==> config.mk <==
export PLATFORM = sky130hd
export DESIGN_NAME = fmm_space_map
export DESIGN_NICKNAME = d
export VERILOG_FILES = /design/src/fmm_pkg.sv /design/src/fmm_cfg_reg.sv /design/src/fmm_space_map.sv
export VERILOG_INCLUDE_DIRS = /design/src
export SDC_FILE = /design/constraint.sdc
export NUM_CORES = 1
export LEC_CHECK = 0
export ABC_AREA = 1
export BUFFER_PORTS_ARGS = -buffer_cell sky130_fd_sc_hd__buf_2
export CORE_MARGIN = 5
export CORE_UTILIZATION = 52
export CTS_BUF_LIST = sky130_fd_sc_hd__clkbuf_8 sky130_fd_sc_hd__clkbuf_16
export CTS_CLUSTER_DIAMETER = 60
export DETAILED_ROUTE_END_ITERATION = 10
export PLACE_DENSITY = 0.8
export SLEW_MARGIN = 40
export SYNTH_ARGS = -nofsm -noshare
export SYNTH_HDL_FRONTEND = slang
export SYNTH_SLANG_ARGS = --single-unit
==> constraint.sdc <==
create_clock -name clk_sys_in -period 2.35 [get_ports clk_sys_in]
set_clock_uncertainty 0.05 [all_clocks]
set_input_delay 0.1175 -clock clk_sys_in [delete_from_list [all_inputs] [get_ports clk_sys_in]]
set_output_delay 0.1175 -clock clk_sys_in [all_outputs]
set_load 0.01 [all_outputs]
==> src/fmm_defs.svh <==
// constants for the memory space map decoder
// assumes inclusion by the map modules only
`ifndef FMM_DEFS_SVH
`define FMM_DEFS_SVH
// size selection codes
`define FMM_SEL_4K        8'h61
`define FMM_SEL_8K        8'h42
`define FMM_SEL_16K       8'h04
`define FMM_SEL_32K       8'hc8
// rom top addresses
`define FMM_ROM_TOP_4K    16'h0fff
`define FMM_ROM_TOP_8K    16'h1fff
`define FMM_ROM_TOP_16K   16'h3fff
`define FMM_ROM_TOP_32K   16'h7fff
// high-speed ram base addresses, ram ends at fixed top
`define FMM_RAM_BASE_4K   16'hfd80
`define FMM_RAM_BASE_8K   16'hfd00
`define FMM_RAM_BASE_16K  16'hfc00
`define FMM_RAM_BASE_32K  16'hfb00
`define FMM_RAM_TOP       16'hfeff
`define FMM_SFR_BASE      16'hff00
// last valid block per capacity
`define FMM_BLK_LAST_4K   5'h03
`define FMM_BLK_LAST_8K   5'h07
`define FMM_BLK_LAST_16K  5'h0f
`define FMM_BLK_LAST_32K  5'h1f
// block field of the address
`define FMM_BLK_MSB       14
`define FMM_BLK_LSB       10
// option byte and security id areas, lower and swap copies
`define FMM_OPT_LO_BASE   16'h0080
`define FMM_OPT_LO_TOP    16'h0084
`define FMM_SID_LO_BASE   16'h0085
`define FMM_SID_LO_TOP    16'h008e
`define FMM_OPT_HI_BASE   16'h1080
`define FMM_OPT_HI_TOP    16'h1084
`define FMM_SID_HI_BASE   16'h1085
`define FMM_SID_HI_TOP    16'h108e
// boot cluster 0 covers the first 4 kb
`define FMM_BC0_TOP       16'h0fff
`endif

==> src/fmm_pkg.sv <==
// types shared by the memory space map decoder
// assumes fmm_defs.svh is on the include path
package fmm_pkg;
    // configured rom capacity
    typedef enum logic [2:0]
    {
        FMM_CAP_NONE,
        FMM_CAP_4K,
        FMM_CAP_8K,
        FMM_CAP_16K,
        FMM_CAP_32K
    } fmm_cap_t;
    // region reached by an address
    typedef enum logic [2:0]
    {
        FMM_REG_ROM,
        FMM_REG_RAM,
        FMM_REG_SFR,
        FMM_REG_HOLE
    } fmm_region_t;
endpackage : fmm_pkg

==> src/fmm_cfg_reg.sv <==
// size selection holder: latches the code software writes
// assumes write strobe and data come from the cpu clock domain
`timescale 1ns/1ns
`include "fmm_defs.svh"
module fmm_cfg_reg
    import fmm_pkg::*;
(
    input  wire logic       clk_sys_in,
    input  wire logic       resetn_in,
    input  wire logic       ce_in,
    input  wire logic       wr_in,
    input  wire logic [7:0] data_in,
    output fmm_cap_t        cap_out,
    output logic [7:0]      code_out
);
    // decode a size code into a capacity
    function automatic fmm_cap_t fmm_code_to_cap(input logic [7:0] c);
        if (c == `FMM_SEL_4K)
            fmm_code_to_cap = FMM_CAP_4K;
        else if (c == `FMM_SEL_8K)
            fmm_code_to_cap = FMM_CAP_8K;
        else if (c == `FMM_SEL_16K)
            fmm_code_to_cap = FMM_CAP_16K;
        else if (c == `FMM_SEL_32K)
            fmm_code_to_cap = FMM_CAP_32K;
        else
            fmm_code_to_cap = FMM_CAP_NONE;
    endfunction : fmm_code_to_cap

    // undefined after reset: held as no capacity until written
    always_ff @(posedge clk_sys_in)
    begin
        if (!resetn_in)
        begin
            cap_out  <= FMM_CAP_NONE;
            code_out <= 8'h00;
        end
        else if (ce_in && wr_in)
        begin
            cap_out  <= fmm_code_to_cap(data_in);
            code_out <= data_in;
        end
    end
endmodule : fmm_cfg_reg

==> src/fmm_space_map.sv <==
// memory space map: decodes cpu addresses into rom/ram/sfr,
// flash block numbers, option byte and security id windows
// assumes address, strobes and straps come from the cpu clock domain
// one clock, synchronous active-low reset, low ce freezes all state
`timescale 1ns/1ns
`include "fmm_defs.svh"
// Behaviour
// one 64 kb space, 16-bit addresses
// layout unusable until size code written
// size code selects rom and ram size
// flash in 1 kb blocks from zero
// valid blocks follow rom capacity
// option bytes and id at low area
// boot swap adds copies at 1080h
// protected boot cluster 0 rejects writes
// block index from address bits 14:10
module fmm_space_map
    import fmm_pkg::*;
(
    input  wire logic        clk_sys_in,
    input  wire logic        resetn_in,
    input  wire logic        ce_in,
    input  wire logic [15:0] addr_in,
    input  wire logic        fetch_in,
    input  wire logic        rd_in,
    input  wire logic        wr_in,
    input  wire logic        erase_in,
    input  wire logic        size_wr_in,
    input  wire logic [7:0]  size_data_in,
    input  wire logic        boot_swap_in,
    input  wire logic        bc0_protect_in,
    output logic             cfg_valid_out,
    output logic [7:0]       size_code_out,
    output logic             rom_sel_out,
    output logic             ram_sel_out,
    output logic             sfr_sel_out,
    output logic             hole_out,
    output logic [4:0]       block_out,
    output logic             block_valid_out,
    output logic             opt_sel_out,
    output logic [2:0]       opt_index_out,
    output logic             sid_sel_out,
    output logic [3:0]       sid_index_out,
    output logic             write_reject_out
);
    // ****************************************************
    // size configuration
    // ****************************************************
    fmm_cap_t    cap;
    logic [7:0]  code;

    // holder keeps the written code; code-out mirrors it
    fmm_cfg_reg u_cfg
    (
        .clk_sys_in (clk_sys_in),
        .resetn_in  (resetn_in),
        .ce_in      (ce_in),
        .wr_in      (size_wr_in),
        .data_in    (size_data_in),
        .cap_out    (cap),
        .code_out   (code)
    );

    // ****************************************************
    // decode helpers
    // ****************************************************
    // inclusive window test shared by the ram, option and id areas
    function automatic logic fmm_in_range(input logic [15:0] a,
                                          input logic [15:0] lo,
                                          input logic [15:0] hi);
        fmm_in_range = (a >= lo) && (a <= hi);
    endfunction : fmm_in_range

    // no capacity falls to the largest map; cfg_ok masks it anyway
    function automatic logic [15:0] fmm_rom_top(input fmm_cap_t c);
        case (c)
            FMM_CAP_4K:  fmm_rom_top = `FMM_ROM_TOP_4K;
            FMM_CAP_8K:  fmm_rom_top = `FMM_ROM_TOP_8K;
            FMM_CAP_16K: fmm_rom_top = `FMM_ROM_TOP_16K;
            default:     fmm_rom_top = `FMM_ROM_TOP_32K;
        endcase
    endfunction : fmm_rom_top

    function automatic logic [15:0] fmm_ram_base(input fmm_cap_t c);
        case (c)
            FMM_CAP_4K:  fmm_ram_base = `FMM_RAM_BASE_4K;
            FMM_CAP_8K:  fmm_ram_base = `FMM_RAM_BASE_8K;
            FMM_CAP_16K: fmm_ram_base = `FMM_RAM_BASE_16K;
            default:     fmm_ram_base = `FMM_RAM_BASE_32K;
        endcase
    endfunction : fmm_ram_base

    // last block number per capacity, in step with the rom top
    function automatic logic [4:0] fmm_blk_last(input fmm_cap_t c);
        case (c)
            FMM_CAP_4K:  fmm_blk_last = `FMM_BLK_LAST_4K;
            FMM_CAP_8K:  fmm_blk_last = `FMM_BLK_LAST_8K;
            FMM_CAP_16K: fmm_blk_last = `FMM_BLK_LAST_16K;
            default:     fmm_blk_last = `FMM_BLK_LAST_32K;
        endcase
    endfunction : fmm_blk_last

    // ****************************************************
    // combinational decode
    // ****************************************************
    // layout, low to high: rom from 0000h to its top, a hole,
    // high-speed ram from its base to feffh, sfrs at ff00h-ffffh.
    // an unwritten size code leaves rom and ram as hole, so a cpu
    // that skips the size write sees holes rather than stale rom
    // any access kind reaches the same 64 kb space
    wire       access  = fetch_in | rd_in | wr_in | erase_in;
    wire       cfg_ok  = (cap != FMM_CAP_NONE);
    wire [15:0] rom_top  = fmm_rom_top(cap);
    wire [15:0] ram_base = fmm_ram_base(cap);
    // with no size written only the sfrs map, so misuse shows
    wire in_rom = cfg_ok && (addr_in <= rom_top);
    wire in_ram = cfg_ok
                  && fmm_in_range(addr_in, ram_base, `FMM_RAM_TOP);
    wire in_sfr = (addr_in >= `FMM_SFR_BASE);
    wire in_hole = !in_rom && !in_ram && !in_sfr;

    // block index straight from the address field
    wire [4:0] blk = addr_in[`FMM_BLK_MSB:`FMM_BLK_LSB];
    wire       blk_ok = in_rom && (blk <= fmm_blk_last(cap));

    // option bytes and security id, swap copies when swapping
    wire opt_lo = fmm_in_range(addr_in, `FMM_OPT_LO_BASE,
                               `FMM_OPT_LO_TOP);
    wire sid_lo = fmm_in_range(addr_in, `FMM_SID_LO_BASE,
                               `FMM_SID_LO_TOP);
    wire opt_hi = boot_swap_in && in_rom
                  && fmm_in_range(addr_in, `FMM_OPT_HI_BASE,
                                  `FMM_OPT_HI_TOP);
    wire sid_hi = boot_swap_in && in_rom
                  && fmm_in_range(addr_in, `FMM_SID_HI_BASE,
                                  `FMM_SID_HI_TOP);
    wire opt_hit = cfg_ok && (opt_lo || opt_hi);
    wire sid_hit = cfg_ok && (sid_lo || sid_hi);
    wire [15:0] opt_off = addr_in - (opt_hi ? `FMM_OPT_HI_BASE
                                            : `FMM_OPT_LO_BASE);
    wire [15:0] sid_off = addr_in - (sid_hi ? `FMM_SID_HI_BASE
                                            : `FMM_SID_LO_BASE);

    // protected cluster refuses writes and erases
    // status only: the write path itself is gated by the flash side
    wire in_bc0 = in_rom && (addr_in <= `FMM_BC0_TOP);
    wire reject = (wr_in || erase_in) && in_bc0
                  && bc0_protect_in;

    // ****************************************************
    // next values of the flopped outputs
    // ****************************************************
    // selects fire only on a real access so idle cycles stay quiet;
    // the block number is passed on regardless, for trace use
    wire       next_rom_sel     = access && in_rom;
    wire       next_ram_sel     = access && in_ram;
    wire       next_sfr_sel     = access && in_sfr;
    wire       next_hole        = access && in_hole;
    wire       next_block_valid = access && blk_ok;
    wire       next_opt_sel     = access && opt_hit;
    wire       next_sid_sel     = access && sid_hit;
    // offsets cut to the window sizes: 5 option bytes, 10 id bytes
    wire [2:0] next_opt_index   = opt_off[2:0];
    wire [3:0] next_sid_index   = sid_off[3:0];

    // ****************************************************
    // registered outputs
    // ****************************************************
    // one cycle of latency keeps every output on a flop
    always_ff @(posedge clk_sys_in)
    begin
        if (!resetn_in)
        begin
            rom_sel_out      <= 1'b0;
            ram_sel_out      <= 1'b0;
            sfr_sel_out      <= 1'b0;
            hole_out         <= 1'b0;
            block_valid_out  <= 1'b0;
            write_reject_out <= 1'b0;
        end
        else if (ce_in)
        begin
            rom_sel_out      <= next_rom_sel;
            ram_sel_out      <= next_ram_sel;
            sfr_sel_out      <= next_sfr_sel;
            hole_out         <= next_hole;
            block_valid_out  <= next_block_valid;
            write_reject_out <= reject;
        end
    end

    // block number and window offsets; low ce holds them for the cpu
    always_ff @(posedge clk_sys_in)
    begin
        if (!resetn_in)
        begin
            block_out     <= 5'h00;
            opt_sel_out   <= 1'b0;
            opt_index_out <= 3'h0;
            sid_sel_out   <= 1'b0;
            sid_index_out <= 4'h0;
        end
        else if (ce_in)
        begin
            block_out     <= blk;
            opt_sel_out   <= next_opt_sel;
            opt_index_out <= next_opt_index;
            sid_sel_out   <= next_sid_sel;
            sid_index_out <= next_sid_index;
        end
    end

    // status copies of the configuration, also flopped
    always_ff @(posedge clk_sys_in)
    begin
        if (!resetn_in)
        begin
            cfg_valid_out <= 1'b0;
            size_code_out <= 8'h00;
        end
        else if (ce_in)
        begin
            cfg_valid_out <= cfg_ok;
            size_code_out <= code;
        end
    end
endmodule : fmm_space_map

==> flow_summary.toml <==
[outcome]
status = "finished, final reports clean"

[clock_network]
cts_resized = 0
numCtsBuffers = 5
ctsHoldBuffers = 0
worst_skew_pair.late_latency_ps = 300
cts_tree = "built"
clk_path_buf_depth = 2
clkSlewWorstSetupHoldPaths_ps = 90
cts.sinks = 40
cts_root_buffer = "clkbuf_8"
cts_setup_buffers = 0
htree_levels = 2

[power_and_ir_drop]
power.density_mw_per_mm2 = 552
power_uw = 1450
peakVddDrop_v = 0.000449
p_leak_uw = 0.00130

[setup_path]
cp-end-kind = "flip-flop"
critPathArrivalTime_ps = 2290
start_kind = "flip-flop"
cp.required_ps = 2530
crit_top_cell = "nand2_1"
timing.critical_path.buf_inv = 1
crit_path_max_incr_delay_ps = 380
path_class = "reg -> reg"
crit_path_max_fanout = 6
crit_chain = "o21ai_0, inv_1, ha_1, nand3_1, nor2_2, nand2_1, nand2_1, nand3_1, o21ai_1, nand2_1, a21oi_2"
cpMaxStageDelayCell = "dfxtp_1"
r2r_setup_slack_ps = 240
crit_family = "compound AO/OA/AOI/OAI gates"

[floorplan]
initial_core_util = 0.544
num_rows = 23
pin_count = 63
die-area_mm2 = 0.00561
die_height_um = 74.9
fp.dieW_um = 74.9
core-area_mm2 = 0.00403

[grt]
globalRouteMet2Util = 0.351
grt.met3_usage = 0.0401
antenna_found_initial = 0
grtUsageMet1 = 0.269
grt_use_total = 0.210
grt-busiest-layer = "met2"
first_global_vias = 2075
grt_max_degree = 32
grt_pass1_wl_um = 9040
overflow = 0

[routing]
vias = 2249
first_iter_violations = 131
drtAntennaViolNets = 0
routed_wl_um = 5570
wl_per_cell_um = 12.9
drtPass1Iterations = 4
vias_per_cell = 5.23
drc = 0

[yosys]
synth_xor_area_frac = 0.00800
synth_commonest_cells = "nand2_1, nor2_1, dfxtp_1"
yosys.area_share.simple = 0.324
ys_types = 35
post-synth-top-area-cell = "dfxtp_1"
ys_ff_latch = 40
seq_area_frac_synth = 0.366
yosys.area_share.adder = 0.0628
synth_top_family_by_area = "simple AND/OR/NAND/NOR gates"
synth_compound_area_frac = 0.164
netlist_area_mm2 = 0.00219
avgSynthCellArea_um2 = 6.89
yosysMostFrequentCell = "nand2_1"
syn-num-nets = 363
ys.flop_type = "dfxtp_1"
async_flop_share = 0
syn_inst = 318
synth_edf_count = 0
synth_warnings = 0
synthDominantCellAreaShare = 0.366
synth.area.top_cells = "dfxtp_1, nand2_1, nor2_1, o21ai_0, ha_1"
yosys-mux-area-fraction = 0

[sta]
hold_violations = 0
max-slew-margin-rel = 0.669
period_minus_slack_ps = 2110
final.setup.tns_ps = 0
fmax_ghz = 0.474
whs_ps = 47.8
rsz0062_at_grt = "false"
setup_viol = 0
drv_slew = 0
setup_ws_ps = 239
finalCritPeriodShare = 0.898
worstMarginPinSlew_ps = 496

[placed_design]
detailedPlace.worstSlack_ps = 310
place_congestion = 0.857
port_buffers = 62
hpwl_um = 4220

[layout]
n_antenna_cell = 0
nets = 424
layout-drive-gt1-share = 0.245
area_growth_pct = 19.9

[hold_path]
hold_path_class = "in -> reg"

[flow_run]
cap_violations = 0
## power breakdown
part           total, µW  internal [µW]  switching, µW
registers            731            714           17.4
logic                251           93.5            158
clock network        467            211            257
## placed cells by master (no fill, tap or decap), types with 2 or more instances in the layout
master,instances
buf_2,62
nand4_1,4
nand2_2,4
o21ai_1,3
a21oi_1,22
buf_4,2
a21o_1,2
nor4_1,2
nor3_1,5
o21ai_0,30
nor3_2,2
nand2_1,56
ha_1,11
inv_2,2
dfxtp_1,40
nor2_1,54
inv_1,31
nand3_1,18
nor2_2,6
a21oi_2,2
clkbuf_8,5
## worst register-to-register path, stage by stage, from the launching register on
cell and delay, ps:
dfxtp_1 380, o21ai_0 360, inv_1 120, ha_1 340, nand3_1 100, nor2_2 100
nand2_1 80, nand2_1 70, nand3_1 90, o21ai_1 160, nand2_1 90, a21oi_2 110
## registers in the layout, indices dropped and copies added, names as in the netlist, 3 cells and up
| register | flops |
|---|---|
| block_out | 5 |
| size_code_out | 8 |
| u_cfg.cap_out | 3 |
| opt_index_out | 3 |
| sid_index_out | 4 |
| u_cfg.code_out | 8 |
## final timing paths
| check | start | end | cells after the start |
|---|---|---|---|
| max reg2reg | u_cfg.cap_out[1]$_SDFFE_PN0P_ | sid_sel_out$_SDFFE_PN0P_ | 11 |
| min reg2reg | ram_sel_out$_SDFFE_PN0P_ | ram_sel_out$_SDFFE_PN0P_ | 2 |
| max | u_cfg.cap_out[1]$_SDFFE_PN0P_ | sid_sel_out$_SDFFE_PN0P_ | 11 |
| min | size_data_in[6] | u_cfg.code_out[6]$_SDFFE_PN0P_ | 3 |
## per-layer routing
| layer | up-vias | share of wire |
|---|---|---|
| li1 | 1160 | - |
| met1 | 1008 | 0.45 |
| met4 | 0 | 0.015 |
| met3 | 9 | 0.072 |
| met5 | - | 0 |
| met2 | 72 | 0.47 |
## area by class of cell
type | instances | area [µm²]
fill | 372 | 1400
multi-input combinational | 235 | 1220
sequential | 40 | 801
timing repair buffer | 64 | 325
inverter | 33 | 124
clock buffer | 5 | 68.8
tap | 50 | 62.6
clock inverter | 3 | 21.3
## per-stage QoR
step	std cells	area, µm²	utilization
final	430	2630	0.652
after CTS	430	2630	0.652
after global routing	430	2630	0.652
after global placement	422	2540	0.630
after detailed placement	422	2540	0.630
after floorplan	318	2190	-
## kinds of logic (layout without fill, tap and decap cells)
kind of cell / Yosys count / in the layout
fa+ha+maj: 11 / 11
flops: 40 / 40
compound gates: 64 / 64
xor+xnor: 2 / 2
simple gates: 158 / 158
buf+inv: 43 / 105
Power figures use the tool's default switching activity.
